File: config.mk
export PLATFORM = sky130hd
export DESIGN_NAME = hdcfg_regs
export DESIGN_NICKNAME = d
export VERILOG_FILES = /design/src/hdcfg_pkg.sv /design/src/hdcfg_regs.sv
export VERILOG_INCLUDE_DIRS = /design/src
export SDC_FILE = /design/constraint.sdc
export NUM_CORES = 2
export LEC_CHECK = 0
export BUFFER_PORTS_ARGS = -buffer_cell sky130_fd_sc_hd__buf_2
export CAP_MARGIN = 20
export CORE_ASPECT_RATIO = 0.75
export CORE_MARGIN = 4
export CORE_UTILIZATION = 30
export DETAILED_ROUTE_END_ITERATION = 12
export MAX_ROUTING_LAYER = met4
export PLACE_DENSITY = 0.52
export SLEW_MARGIN = 20
export SYNTH_ARGS = -nofsm -noshare
export SYNTH_HDL_FRONTEND = slang
export SYNTH_SLANG_ARGS = --single-unit
File: constraint.sdc
create_clock -name ref_clk_i -period 4 [get_ports ref_clk_i]
set_input_delay 0.4 -clock ref_clk_i [delete_from_list [all_inputs] [get_ports ref_clk_i]]
set_output_delay 0.4 -clock ref_clk_i [all_outputs]
set_load 0.01 [all_outputs]
File: src/hdcfg_map.svh
// offsets, region bounds and reset values of the hub descriptor configuration bank
`ifndef HDCFG_MAP_SVH
`define HDCFG_MAP_SVH
`define HD_OFF_CUR 8'h0f
`define HD_OFF_PON 8'h10
`define HD_OFF_LANG_HI 8'h11
`define HD_OFF_LANG_LO 8'h12
`define HD_OFF_MLEN 8'h13
`define HD_OFF_PLEN 8'h14
`define HD_OFF_SLEN 8'h15
`define HD_MSTR_BASE 8'h16
`define HD_MSTR_LAST 8'h53
`define HD_PSTR_BASE 8'h54
`define HD_PSTR_LAST 8'h91
`define HD_STR_BYTES 62
`define HD_RST_CUR 8'h64
`define HD_RST_PON 8'h00
`define HD_RST_LANG_HI 8'h04
`define HD_RST_LANG_LO 8'h09
`define HD_RST_LEN 8'h00
`define HD_RST_STR 8'h00
`endif

File: src/hdcfg_pkg.sv
// types shared by the hub descriptor configuration bank
`include "hdcfg_map.svh"
package hdcfg_pkg;
  typedef enum logic {HDCFG_IDLE, HDCFG_SEND} hdcfg_state_t;
  typedef logic [`HD_STR_BYTES-1:0][7:0] hdcfg_text_t;
  typedef struct packed {
    logic wr;
    logic rd;
    logic [7:0] addr;
    logic [7:0] wdata;
  } hdcfg_bus_req_t;
  typedef struct packed {
    logic [7:0] controller_current_value;
    logic [7:0] power_on_to_good_time;
    logic [15:0] language_code;
    logic [7:0] maker_text_length_value;
    logic [7:0] product_text_length_value;
    logic [7:0] serial_text_length_value;
  } hdcfg_desc_t;
  typedef struct packed {
    hdcfg_desc_t desc;
    hdcfg_text_t mtext;
    hdcfg_text_t ptext;
    logic [7:0] rdata;
    logic rvalid;
    hdcfg_state_t st;
    logic sel;
    logic [7:0] cnt;
    logic [7:0] total;
    logic [7:0] sbyte;
  } hdcfg_state_vec_t;
endpackage

File: src/hdcfg_regs.sv
// hub descriptor configuration register bank with string streaming port
// Notes on behaviour
// - current register is unsigned milliampere count
// - current register resets to 0x64
// - power-on time counts two-millisecond units
// - power-on time only feeds descriptor field
// - language high byte, resets to 0x04
// - language low byte, resets to 0x09
// - maker length register, resets to zero
// - product length register, resets to zero
// - serial length register, resets to zero
// - maker text region, bytes reset zero
// - product text region, bytes reset zero
// - characters stored low byte first
`timescale 1ns/100ps
`include "hdcfg_map.svh"
module hdcfg_regs
  import hdcfg_pkg::*;
(
  input wire logic ref_clk_i,
  input wire logic rst_n_i,
  input wire logic ce_i,
  input wire hdcfg_bus_req_t bus_i,
  output logic [7:0] rdata_o,
  output logic rvalid_o,
  output hdcfg_desc_t desc_o,
  input wire logic str_start_i,
  input wire logic str_sel_i,
  input wire logic str_ready_i,
  output logic str_valid_o,
  output logic [7:0] str_byte_o,
  output logic str_last_o,
  output logic str_busy_o
);

  hdcfg_state_vec_t s_q;
  hdcfg_state_vec_t s_d;

  function automatic logic [7:0] text_byte(hdcfg_state_vec_t s, logic sel, logic [7:0] idx);
    logic [5:0] i;
    i = idx[5:0];
    if (idx >= 8'(`HD_STR_BYTES)) begin
      text_byte = 8'h00;
    end else if (sel) begin
      text_byte = s.ptext[i];
    end else begin
      text_byte = s.mtext[i];
    end
  endfunction

  // lengths above the region size are cut so the stream never leaves the region
  function automatic logic [7:0] clamp_len(logic [7:0] len);
    clamp_len = (len > 8'(`HD_STR_BYTES)) ? 8'(`HD_STR_BYTES) : len;
  endfunction

  function automatic logic [7:0] reg_read(hdcfg_state_vec_t s, logic [7:0] a);
    reg_read = 8'h00;
    if (a == `HD_OFF_CUR) begin
      reg_read = s.desc.controller_current_value;
    end else if (a == `HD_OFF_PON) begin
      reg_read = s.desc.power_on_to_good_time;
    end else if (a == `HD_OFF_LANG_HI) begin
      reg_read = s.desc.language_code[15:8];
    end else if (a == `HD_OFF_LANG_LO) begin
      reg_read = s.desc.language_code[7:0];
    end else if (a == `HD_OFF_MLEN) begin
      reg_read = s.desc.maker_text_length_value;
    end else if (a == `HD_OFF_PLEN) begin
      reg_read = s.desc.product_text_length_value;
    end else if (a == `HD_OFF_SLEN) begin
      reg_read = s.desc.serial_text_length_value;
    end else if (a >= `HD_MSTR_BASE && a <= `HD_MSTR_LAST) begin
      reg_read = text_byte(s, 1'b0, 8'(a - `HD_MSTR_BASE));
    end else if (a >= `HD_PSTR_BASE && a <= `HD_PSTR_LAST) begin
      reg_read = text_byte(s, 1'b1, 8'(a - `HD_PSTR_BASE));
    end
  endfunction

  always_comb begin
    logic [7:0] len;
    logic [7:0] idx;
    len = 8'h00;
    idx = 8'h00;
    s_d = s_q;
    s_d.rvalid = 1'b0;
    // a read in the same cycle as a write to the same byte returns the old value
    if (bus_i.rd) begin
      s_d.rdata = reg_read(s_q, bus_i.addr);
      s_d.rvalid = 1'b1;
    end
    if (bus_i.wr) begin
      idx = 8'(bus_i.addr - `HD_MSTR_BASE);
      if (bus_i.addr == `HD_OFF_CUR) begin
        s_d.desc.controller_current_value = bus_i.wdata;
      end else if (bus_i.addr == `HD_OFF_PON) begin
        s_d.desc.power_on_to_good_time = bus_i.wdata;
      end else if (bus_i.addr == `HD_OFF_LANG_HI) begin
        s_d.desc.language_code[15:8] = bus_i.wdata;
      end else if (bus_i.addr == `HD_OFF_LANG_LO) begin
        s_d.desc.language_code[7:0] = bus_i.wdata;
      end else if (bus_i.addr == `HD_OFF_MLEN) begin
        s_d.desc.maker_text_length_value = bus_i.wdata;
      end else if (bus_i.addr == `HD_OFF_PLEN) begin
        s_d.desc.product_text_length_value = bus_i.wdata;
      end else if (bus_i.addr == `HD_OFF_SLEN) begin
        s_d.desc.serial_text_length_value = bus_i.wdata;
      end else if (bus_i.addr >= `HD_MSTR_BASE && bus_i.addr <= `HD_MSTR_LAST) begin
        s_d.mtext[idx[5:0]] = bus_i.wdata;
      end else if (bus_i.addr >= `HD_PSTR_BASE && bus_i.addr <= `HD_PSTR_LAST) begin
        idx = 8'(bus_i.addr - `HD_PSTR_BASE);
        s_d.ptext[idx[5:0]] = bus_i.wdata;
      end
    end
    unique case (s_q.st)
      HDCFG_IDLE: begin
        if (str_start_i) begin
          len = clamp_len(str_sel_i ? s_q.desc.product_text_length_value :
                                      s_q.desc.maker_text_length_value);
          if (len != 8'h00) begin
            s_d.st = HDCFG_SEND;
            s_d.sel = str_sel_i;
            s_d.total = len;
            s_d.cnt = 8'h00;
            s_d.sbyte = text_byte(s_q, str_sel_i, 8'h00);
          end
        end
      end
      HDCFG_SEND: begin
        if (str_ready_i) begin
          if (s_q.cnt == 8'(s_q.total - 8'h01)) begin
            s_d.st = HDCFG_IDLE;
          end else begin
            s_d.cnt = 8'(s_q.cnt + 8'h01);
            s_d.sbyte = text_byte(s_q, s_q.sel, 8'(s_q.cnt + 8'h01));
          end
        end
      end
    endcase
  end

  always_ff @(posedge ref_clk_i) begin
    if (!rst_n_i) begin
      s_q <= '0;
      s_q.desc.controller_current_value <= `HD_RST_CUR;
      s_q.desc.power_on_to_good_time <= `HD_RST_PON;
      s_q.desc.language_code <= {`HD_RST_LANG_HI, `HD_RST_LANG_LO};
      s_q.desc.maker_text_length_value <= `HD_RST_LEN;
      s_q.desc.product_text_length_value <= `HD_RST_LEN;
      s_q.desc.serial_text_length_value <= `HD_RST_LEN;
      s_q.mtext <= {`HD_STR_BYTES{`HD_RST_STR}};
      s_q.ptext <= {`HD_STR_BYTES{`HD_RST_STR}};
      s_q.st <= HDCFG_IDLE;
    end else if (ce_i) begin
      s_q <= s_d;
    end
  end

  assign rdata_o = s_q.rdata;
  assign rvalid_o = s_q.rvalid;
  assign desc_o = s_q.desc;
  assign str_valid_o = (s_q.st == HDCFG_SEND);
  assign str_byte_o = s_q.sbyte;
  assign str_last_o = (s_q.st == HDCFG_SEND) && (s_q.cnt == 8'(s_q.total - 8'h01));
  assign str_busy_o = (s_q.st == HDCFG_SEND);

  property p_reset_values;
    @(posedge ref_clk_i) disable iff (!rst_n_i)
      $rose(rst_n_i) |-> desc_o.controller_current_value == 8'h64 &&
        desc_o.language_code == 16'h0409 && desc_o.maker_text_length_value == 8'h00 &&
        desc_o.product_text_length_value == 8'h00 && desc_o.serial_text_length_value == 8'h00;
  endproperty
  a_reset_values: assert property (p_reset_values) else $error("bad reset value");

  property p_text_reset;
    @(posedge ref_clk_i) disable iff (!rst_n_i)
      $rose(rst_n_i) |-> s_q.mtext == '0 && s_q.ptext == '0;
  endproperty
  a_text_reset: assert property (p_text_reset) else $error("text not cleared");

  property p_cur_write;
    @(posedge ref_clk_i) disable iff (!rst_n_i)
      ce_i && bus_i.wr && bus_i.addr == 8'h0f |=>
        desc_o.controller_current_value == $past(bus_i.wdata);
  endproperty
  a_cur_write: assert property (p_cur_write) else $error("current not written");

  property p_pon_only;
    @(posedge ref_clk_i) disable iff (!rst_n_i)
      ce_i && bus_i.wr && bus_i.addr == `HD_OFF_PON && !str_busy_o && !str_start_i |=>
        desc_o.power_on_to_good_time == $past(bus_i.wdata) && $stable(desc_o.language_code) &&
        $stable(s_q.mtext) && $stable(s_q.st);
  endproperty
  a_pon_only: assert property (p_pon_only) else $error("power-on time misbehaves");

  property p_lang_high;
    @(posedge ref_clk_i) disable iff (!rst_n_i)
      ce_i && bus_i.wr && bus_i.addr == 8'h11 |=>
        desc_o.language_code[15:8] == $past(bus_i.wdata) && $stable(desc_o.language_code[7:0]);
  endproperty
  a_lang_high: assert property (p_lang_high) else $error("language high byte wrong");

  property p_stream_bound;
    @(posedge ref_clk_i) disable iff (!rst_n_i)
      str_valid_o |-> s_q.cnt < s_q.total && s_q.total <= 8'd62;
  endproperty
  a_stream_bound: assert property (p_stream_bound) else $error("stream past region");

  property p_stream_end;
    @(posedge ref_clk_i) disable iff (!rst_n_i)
      ce_i && str_valid_o && str_ready_i && str_last_o |=> !str_valid_o;
  endproperty
  a_stream_end: assert property (p_stream_end) else $error("stream overran length");

  property p_stream_byte;
    @(posedge ref_clk_i) disable iff (!rst_n_i)
      ce_i && str_valid_o && !s_q.sel && str_ready_i && !str_last_o && !bus_i.wr |=>
        str_byte_o == s_q.mtext[s_q.cnt[5:0]] && s_q.cnt == $past(s_q.cnt) + 8'd1;
  endproperty
  a_stream_byte: assert property (p_stream_byte) else $error("stream byte out of order");

  property p_read_clean;
    @(posedge ref_clk_i) disable iff (!rst_n_i)
      ce_i && bus_i.rd && !bus_i.wr |=> rvalid_o && $stable(desc_o) && $stable(s_q.ptext);
  endproperty
  a_read_clean: assert property (p_read_clean) else $error("read had side effect");

  property p_lang_low;
    @(posedge ref_clk_i) disable iff (!rst_n_i)
      ce_i && bus_i.wr && bus_i.addr == `HD_OFF_LANG_LO |=>
        desc_o.language_code[7:0] == $past(bus_i.wdata) && $stable(desc_o.language_code[15:8]);
  endproperty
  a_lang_low: assert property (p_lang_low) else $error("language low byte wrong");

  property p_maker_len;
    @(posedge ref_clk_i) disable iff (!rst_n_i)
      ce_i && bus_i.wr && bus_i.addr == `HD_OFF_MLEN |=>
        desc_o.maker_text_length_value == $past(bus_i.wdata);
  endproperty
  a_maker_len: assert property (p_maker_len) else $error("maker length not written");

  property p_product_len;
    @(posedge ref_clk_i) disable iff (!rst_n_i)
      ce_i && bus_i.wr && bus_i.addr == `HD_OFF_PLEN |=>
        desc_o.product_text_length_value == $past(bus_i.wdata);
  endproperty
  a_product_len: assert property (p_product_len) else $error("product length not written");

  property p_serial_len;
    @(posedge ref_clk_i) disable iff (!rst_n_i)
      ce_i && bus_i.wr && bus_i.addr == `HD_OFF_SLEN |=>
        desc_o.serial_text_length_value == $past(bus_i.wdata);
  endproperty
  a_serial_len: assert property (p_serial_len) else $error("serial length not written");

  property p_maker_text;
    @(posedge ref_clk_i) disable iff (!rst_n_i)
      ce_i && bus_i.wr && bus_i.addr >= `HD_MSTR_BASE && bus_i.addr <= `HD_MSTR_LAST |=>
        s_q.mtext[6'($past(bus_i.addr) - `HD_MSTR_BASE)] == $past(bus_i.wdata);
  endproperty
  a_maker_text: assert property (p_maker_text) else $error("maker text byte not stored");

  property p_product_text;
    @(posedge ref_clk_i) disable iff (!rst_n_i)
      ce_i && bus_i.wr && bus_i.addr >= `HD_PSTR_BASE && bus_i.addr <= `HD_PSTR_LAST |=>
        s_q.ptext[6'($past(bus_i.addr) - `HD_PSTR_BASE)] == $past(bus_i.wdata);
  endproperty
  a_product_text: assert property (p_product_text) else $error("product text not stored");

  property p_product_byte;
    @(posedge ref_clk_i) disable iff (!rst_n_i)
      ce_i && str_valid_o && s_q.sel && str_ready_i && !str_last_o && !bus_i.wr |=>
        str_byte_o == s_q.ptext[s_q.cnt[5:0]] && s_q.cnt == $past(s_q.cnt) + 8'd1;
  endproperty
  a_product_byte: assert property (p_product_byte) else $error("product byte out of order");

  property p_stream_empty;
    @(posedge ref_clk_i) disable iff (!rst_n_i)
      ce_i && !str_busy_o && str_start_i && !str_sel_i &&
        desc_o.maker_text_length_value == 8'h00 |=> !str_valid_o;
  endproperty
  a_stream_empty: assert property (p_stream_empty) else $error("empty string streamed");

  property p_stream_first;
    @(posedge ref_clk_i) disable iff (!rst_n_i)
      ce_i && !str_busy_o && str_start_i && !str_sel_i && !bus_i.wr &&
        desc_o.maker_text_length_value != 8'h00 |=> str_valid_o && str_byte_o == s_q.mtext[0];
  endproperty
  a_stream_first: assert property (p_stream_first) else $error("stream start wrong");

  property p_read_pulse;
    @(posedge ref_clk_i) disable iff (!rst_n_i)
      ce_i && !bus_i.rd |=> !rvalid_o;
  endproperty
  a_read_pulse: assert property (p_read_pulse) else $error("read answer without read");

  property p_freeze;
    @(posedge ref_clk_i) disable iff (!rst_n_i)
      !ce_i |=> $stable(desc_o) && $stable(rvalid_o) && $stable(s_q.st) && $stable(s_q.mtext);
  endproperty
  a_freeze: assert property (p_freeze) else $error("state moved while disabled");

  c_stream_done: cover property (@(posedge ref_clk_i) disable iff (!rst_n_i)
    str_valid_o && str_last_o && str_ready_i && ce_i);
  c_product_stream: cover property (@(posedge ref_clk_i) disable iff (!rst_n_i)
    str_valid_o && s_q.sel);
  c_write_read: cover property (@(posedge ref_clk_i) disable iff (!rst_n_i)
    ce_i && bus_i.wr ##1 ce_i && bus_i.rd ##1 rvalid_o);
  c_empty_start: cover property (@(posedge ref_clk_i) disable iff (!rst_n_i)
    ce_i && str_start_i && !str_busy_o && desc_o.maker_text_length_value == 8'h00);
  c_frozen_write: cover property (@(posedge ref_clk_i) disable iff (!rst_n_i)
    !ce_i && bus_i.wr);

endmodule

# Word-level counts from Yosys, hierarchy flattened
# Index checks and enable logic that the tools add are counted.
# word_totals
output_inout_bits,76
regBits,1083
word_cells,236
# classes
n_lt_le_gt_ge,13
n_eq_ne,12
bitwise,9
addsub,4
mux,42
n_reduce_logical,18
# op_table
operator,n
bitwise mux 496 bit,2
two-way mux 8 bit,26
binary-select mux 8 bit (select 6 bit),4
demux 8 bit (select 6 bit),2
two-way mux 26 bit,2
"== test 8 x 5 -> 1 bit, second input constant",6
case mux 8 bit (2 select lines),2
">= comparator 8 x 6 -> 1 bit, second input constant",3
"less-than comparator 6 x 7 -> 1 bit, second input constant",3
">= comparator 6 x 1 -> 1 bit, second input constant",2
AND reduction 11 bit,1
AND reduction 10 bit,1
AND reduction 5 bit,2
NOT 1 bit,9
AND reduction 9 bit,1
"adder 8 x 1 -> 8 bit, second input constant",1
"== test 8 x 4 -> 1 bit, second input constant",1
== test 8 bit,1
">= comparator 8 x 5 -> 1 bit, second input constant",1
">= comparator 8 x 7 -> 1 bit, second input constant",1
"greater-than comparator 8 x 6 -> 1 bit, second input constant",1
"<= comparator 8 x 7 -> 1 bit, second input constant",1
"<= comparator 8 bit, second input constant",1
"inequality test 2 bit, second input constant",4
13 further kinds,20

# Logic depth before layout (Yosys ltp)
# logic_depth
ltp_word,13
depth_mapped,16
ltp_nobuf,10

# Least setup slack after synthesis
# Ideal clock, no wire load.
# synth_path
path_kind,in2reg
start,input bus_i[10] in the netlist's numbering
end,register s_q[434] in the netlist's numbering
path_stages,14
arrival_ns,3.533
setup_ns,0.128
required_time_ns,3.872
path_slack_ns,0.339
path_cell_list,buf_2 -> inv_1 -> clkbuf_1 -> clkbuf_1 -> ha_1 -> clkbuf_1 -> nor4bb_1 -> o22ai_2 -> nor2b_1 -> clkbuf_1 -> buf_2 -> nand2_1 -> mux2i_1 -> nor2_1
# synth_between
elab_chain_len,6
word_cells_on_any_way,29
classes_between,add/sub (1); order compare (6); eq/ne (7); mux (3); bitwise (8); reduce/logical (4)
# synth_rtl
element,line_no,text
from (decl),hdcfg_regs.sv:23,"input wire hdcfg_bus_req_t bus_i,"
subtractor 8 x 7 -> 8 bit (no source line),--,
less-than comparator 6 x 7 -> 1 bit (not written as such) / >= comparator 6 x 1 -> 1 bit (equally long branches),hdcfg_regs.sv:111,s_d.ptext[idx[5:0]] = bus_i.wdata;
logical AND 1 bit (not written as such),hdcfg_regs.sv:111,
two-way mux 8 bit (not written as such),hdcfg_regs.sv:111,
demux 8 bit (select 6 bit),hdcfg_regs.sv:111,
bitwise mux 496 bit,hdcfg_regs.sv:111,
to (decl),hdcfg_regs.sv:36,hdcfg_state_vec_t s_q;
# Parallel ways exist; a longest one is shown, timed or not.
# A chain may end at the register's enable or synchronous reset.

# Worst setup path after layout
# layout_path
start,register s_q[16] in the netlist's numbering
end,register s_q (netlist bit str_byte_o[7])
# layout_between
elab_chain_len,8
word_cells_on_any_way,14
classes_between,add/sub (1); order compare (1); eq/ne (2); mux (9); reduce/logical (1)
# layout_rtl
element,line_no,text
adder 8 x 1 -> 8 bit,hdcfg_regs.sv:134,"s_d.sbyte = text_byte(s_q, s_q.sel, 8'(s_q.cnt + 8'h01));"
"binary-select mux 8 bit (select 6 bit), on equally long branches","hdcfg_regs.sv:47, hdcfg_regs.sv:45",
"two-way mux 8 bit, on equally long branches","hdcfg_regs.sv:47, hdcfg_regs.sv:45",
two-way mux 8 bit,hdcfg_regs.sv:44,end else if (sel) begin
two-way mux 8 bit,hdcfg_regs.sv:42,if (idx >= 8'(`HD_STR_BYTES)) begin
two-way mux 8 bit,hdcfg_regs.sv:130,if (s_q.cnt == 8'(s_q.total - 8'h01)) begin
two-way mux 8 bit,hdcfg_regs.sv:129,if (str_ready_i) begin
case mux 8 bit (2 select lines),hdcfg_regs.sv:114,unique case (s_q.st)
# Parallel ways exist; a longest one is shown, timed or not. The select of a mux whose other input is x is not followed.

==> flow_results.xml <==
<?xml version="1.0" encoding="UTF-8"?>
<metrics>
  <group name="run_status">
    <metric name="status" unit="">complete, no violations</metric>
  </group>
  <group name="route">
    <metric name="post-route-drc-count" unit="">0</metric>
    <metric name="dr_total_vias" unit="">52496</metric>
    <metric name="routed_wire_length_per_instance" unit="um">26.5</metric>
    <metric name="vias_per_cell" unit="">5.93</metric>
    <metric name="routed-wl-met2" unit="um">96700</metric>
    <metric name="drt-initial-drc-count" unit="">7602</metric>
    <metric name="maxUsedRoutingLayer" unit="">met4</metric>
    <metric name="postRouteWirelength" unit="um">234000</metric>
    <metric name="drt-met1-wl" unit="um">105000</metric>
    <metric name="wl_met3" unit="um">26800</metric>
    <metric name="ant_nets" unit="">0</metric>
    <metric name="detail_route.first_pass.iterations" unit="">5</metric>
  </group>
  <group name="sta">
    <metric name="post-route-period-util" unit="%">91.3</metric>
    <metric name="rsz0062_at_grt" unit="">no</metric>
    <metric name="max_freq" unit="GHz">0.274</metric>
    <metric name="setup-violations-final" unit="">0</metric>
    <metric name="final_period_minus_worst_setup_slack" unit="ns">3.65</metric>
    <metric name="finalClockSkew" unit="ns">0.0293</metric>
    <metric name="timing.slew.headroom" unit="%">25.0</metric>
    <metric name="final.hold.worst_slack" unit="ns">0.0569</metric>
    <metric name="final.setup.tns" unit="ns">0</metric>
    <metric name="finalHoldViolCount" unit="">0</metric>
    <metric name="tightestPinTransition" unit="ns">1.12</metric>
    <metric name="drv_slew" unit="">0</metric>
  </group>
  <group name="finish">
    <metric name="layout-drive-gt1-share" unit="%">19.0</metric>
    <metric name="final-seq-area" unit="mm2">0.0217</metric>
    <metric name="finish.net_count" unit="">6248</metric>
    <metric name="syn_to_final_growth" unit="%">12.5</metric>
    <metric name="postLayoutCoreUtil" unit="%">34.1</metric>
    <metric name="multiInputGateArea" unit="mm2">0.0333</metric>
    <metric name="fin_cells" unit="">8851</metric>
    <metric name="nFillCells" unit="">19577</metric>
    <metric name="layout_commonest_cell" unit="">sky130_fd_sc_hd__nand2_1</metric>
    <metric name="mostFrequentLayoutCells" unit="">sky130_fd_sc_hd__nand2_1, sky130_fd_sc_hd__dfxtp_1, sky130_fd_sc_hd__a21oi_1</metric>
  </group>
  <group name="critical_path">
    <metric name="worst-path-max-fanout" unit="">14</metric>
    <metric name="crit_type" unit="">flip-flop to flip-flop</metric>
    <metric name="startpoint_type" unit="">flip-flop</metric>
    <metric name="timing.critical_path.to_type" unit="">flip-flop</metric>
    <metric name="worst_endpoint_data_arrival_time" unit="ns">4.36</metric>
    <metric name="timing.critical_path.required" unit="ns">4.71</metric>
  </group>
  <group name="cts">
    <metric name="h_tree_depth" unit="">3</metric>
    <metric name="cts_tree" unit="">built</metric>
    <metric name="insertion_delay" unit="ns">0.76</metric>
    <metric name="cts_inserted_buffers" unit="">117</metric>
    <metric name="clk_pin_slew" unit="ns">0.07</metric>
    <metric name="cts-root-to-sink-buffers" unit="">3</metric>
    <metric name="clockRootBuffer" unit="">sky130_fd_sc_hd__clkbuf_16</metric>
    <metric name="cts_setup_buffers" unit="">0</metric>
    <metric name="cts_num_sinks" unit="">1083</metric>
  </group>
  <group name="grt">
    <metric name="groute.usage.overall" unit="%">23.0</metric>
    <metric name="number_of_antenna_violations_at_the_first_check_in_global_routing" unit="">8</metric>
    <metric name="pin_count_of_the_biggest_net_entering_global_routing" unit="">160</metric>
    <metric name="grt_pass1_vias" unit="">47664</metric>
    <metric name="first_pass_grt_wire_length" unit="um">342000</metric>
    <metric name="grt-ovfl-total" unit="">0</metric>
  </group>
  <group name="floorplan">
    <metric name="fp.dieH" unit="um">390</metric>
    <metric name="start_util" unit="%">30.3</metric>
    <metric name="row_count" unit="">139</metric>
    <metric name="die_width" unit="um">517</metric>
    <metric name="dieArea" unit="mm2">0.201</metric>
    <metric name="fp.coreArea" unit="mm2">0.192</metric>
    <metric name="ioPinCount" unit="">100</metric>
  </group>
  <group name="synthesis">
    <metric name="ys_types" unit="">82</metric>
    <metric name="synth_largest_type_area_fraction" unit="%">37.2</metric>
    <metric name="number_of_cells_produced_by_synthesis" unit="">6453</metric>
    <metric name="ys_async_sr_fraction" unit="%">0</metric>
    <metric name="synth_area_per_cell" unit="um2">9.03</metric>
    <metric name="post_synth_instance_area" unit="mm2">0.0583</metric>
    <metric name="syn-num-nets" unit="">6490</metric>
    <metric name="cell_type_with_the_highest_aggregate_area_in_the_netlist" unit="">sky130_fd_sc_hd__dfxtp_1</metric>
    <metric name="synth_seq_cells" unit="">1083</metric>
    <metric name="synth_ff_type" unit="">sky130_fd_sc_hd__dfxtp_1</metric>
    <metric name="synth_enable_flop_cells" unit="">0</metric>
    <metric name="synth_seq_area_share" unit="%">37.2</metric>
    <metric name="synth.area.top_cells" unit="">sky130_fd_sc_hd__dfxtp_1, sky130_fd_sc_hd__mux4_2, sky130_fd_sc_hd__a21oi_1</metric>
    <metric name="yosys_warnings" unit="">0</metric>
  </group>
  <group name="pwr">
    <metric name="power.density" unit="mW/mm2">366</metric>
    <metric name="static-leakage-power" unit="nW">22.0</metric>
    <metric name="power.total" unit="mW">24.0</metric>
    <metric name="largest_voltage_drop_on_the_vdd_net" unit="mV">0.350</metric>
  </group>
  <group name="place">
    <metric name="hpwlAfterDp" unit="um">154000</metric>
    <metric name="finalWeightedCongestion" unit="">0.930</metric>
    <metric name="placed_cells" unit="">8628</metric>
    <metric name="port_buffers" unit="">99</metric>
  </group>
  <group name="worst_hold_path">
    <metric name="hold_path.class" unit="">primary input to flip-flop</metric>
  </group>
  <group name="run">
    <metric name="max-cap-violations" unit="">0</metric>
  </group>
</metrics>
-- what timing repair did --
item | in CTS | in global routing
hold buffers | 2 | 0
gates resized for setup | 0 | 1
hold endpoints to repair | 7 | 0
setup endpoints to repair | 0 | 2
-- stage by stage --
stage	setup WS [ns]	area (um2)
after floorplan	0.339	58300
after global placement	0.331	61500
after detailed placement	0.282	61500
after CTS	0.257	65500
after global routing	0.179	65500
final	0.347	65500
-- Yosys cell counts, drive strengths merged, types with 12 or more instances --
cell    instances
a22oi          21
mux2           32
nand3         829
a32oi          26
o21ai          54
inv            21
a21oi         870
nand2b         15
ha             13
and2           27
a311oi         12
mux4          481
nand2        1202
clkbuf        394
nor2          375
nor3           14
o22ai          22
buf           334
mux2i         378
a31oi          32
dfxtp        1083
a221oi         30
-- power by group --
part           leakage, nW  switching (mW)  internal [mW]
logic                 11.3            1.29          0.434
registers             8.72          0.0222           10.8
clock network         1.98            4.86           6.59
total                 22.0            6.18           17.8
-- critical path: stages, from the launching register on --
cell	delay, ns
sky130_fd_sc_hd__dfxtp_4	0.50
sky130_fd_sc_hd__ha_1	0.51
sky130_fd_sc_hd__nand3_1	0.32
sky130_fd_sc_hd__xor2_4	0.44
sky130_fd_sc_hd__nand2_1	0.49
sky130_fd_sc_hd__buf_4	0.36
sky130_fd_sc_hd__a21oi_1	0.30
sky130_fd_sc_hd__nor4_1	0.09
sky130_fd_sc_hd__buf_4	0.19
sky130_fd_sc_hd__a31oi_1	0.21
sky130_fd_sc_hd__a32o_1	0.19
-- worst paths after layout --
check,start,endpoint,slack [ns],depth (start not counted)
setup / recovery,s_q[16],str_byte_o[7],0.35,10
hold / removal,str_ready_i,str_busy_o,0.06,4
setup reg to reg,s_q[16],str_byte_o[7],0.35,10
hold reg to reg,s_q[771],s_q[771],0.46,2
-- cell families after synthesis --
logic type | count (synthesis) | share of synthesized area (%)
AO/OA/AOI/OAI | 1164 | 11.3
multiplexers | 891 | 25.7
AND/OR/NAND/NOR | 2533 | 19.1
buffers and inverters | 749 | 6.10
adder cells (fa/ha/maj) | 13 | 0.279
XOR/XNOR | 20 | 0.314
flip-flops | 1083 | 37.2
-- sequential cells by signal, summed over array words and instances, names as in the netlist --
register,flops
desc_o,56
rdata_o,8
rvalid_o,1
s_q,1009
str_busy_o,1
str_byte_o,8
-- area by class of cell --
type / count / area share [%]
Clock buffer: 166 / 5.24
Tap cell: 2538 / 4.85
Timing Repair Buffer: 367 / 5.02
Clock inverter: 48 / 0.802
Sequential cell: 1083 / 33.1
Inverter: 21 / 0.132
Multi-Input combinational cell: 4621 / 50.8
Antenna cell: 7 / 0.0267
-- layer usage --
layer  up-vias  track usage, %
met5         -               -
met3       303            5.58
li1      22737               -
met4         0            5.01
met2      3126            31.2
met1     26330            34.2
No activity file was read; power rests on OpenSTA's default activity.
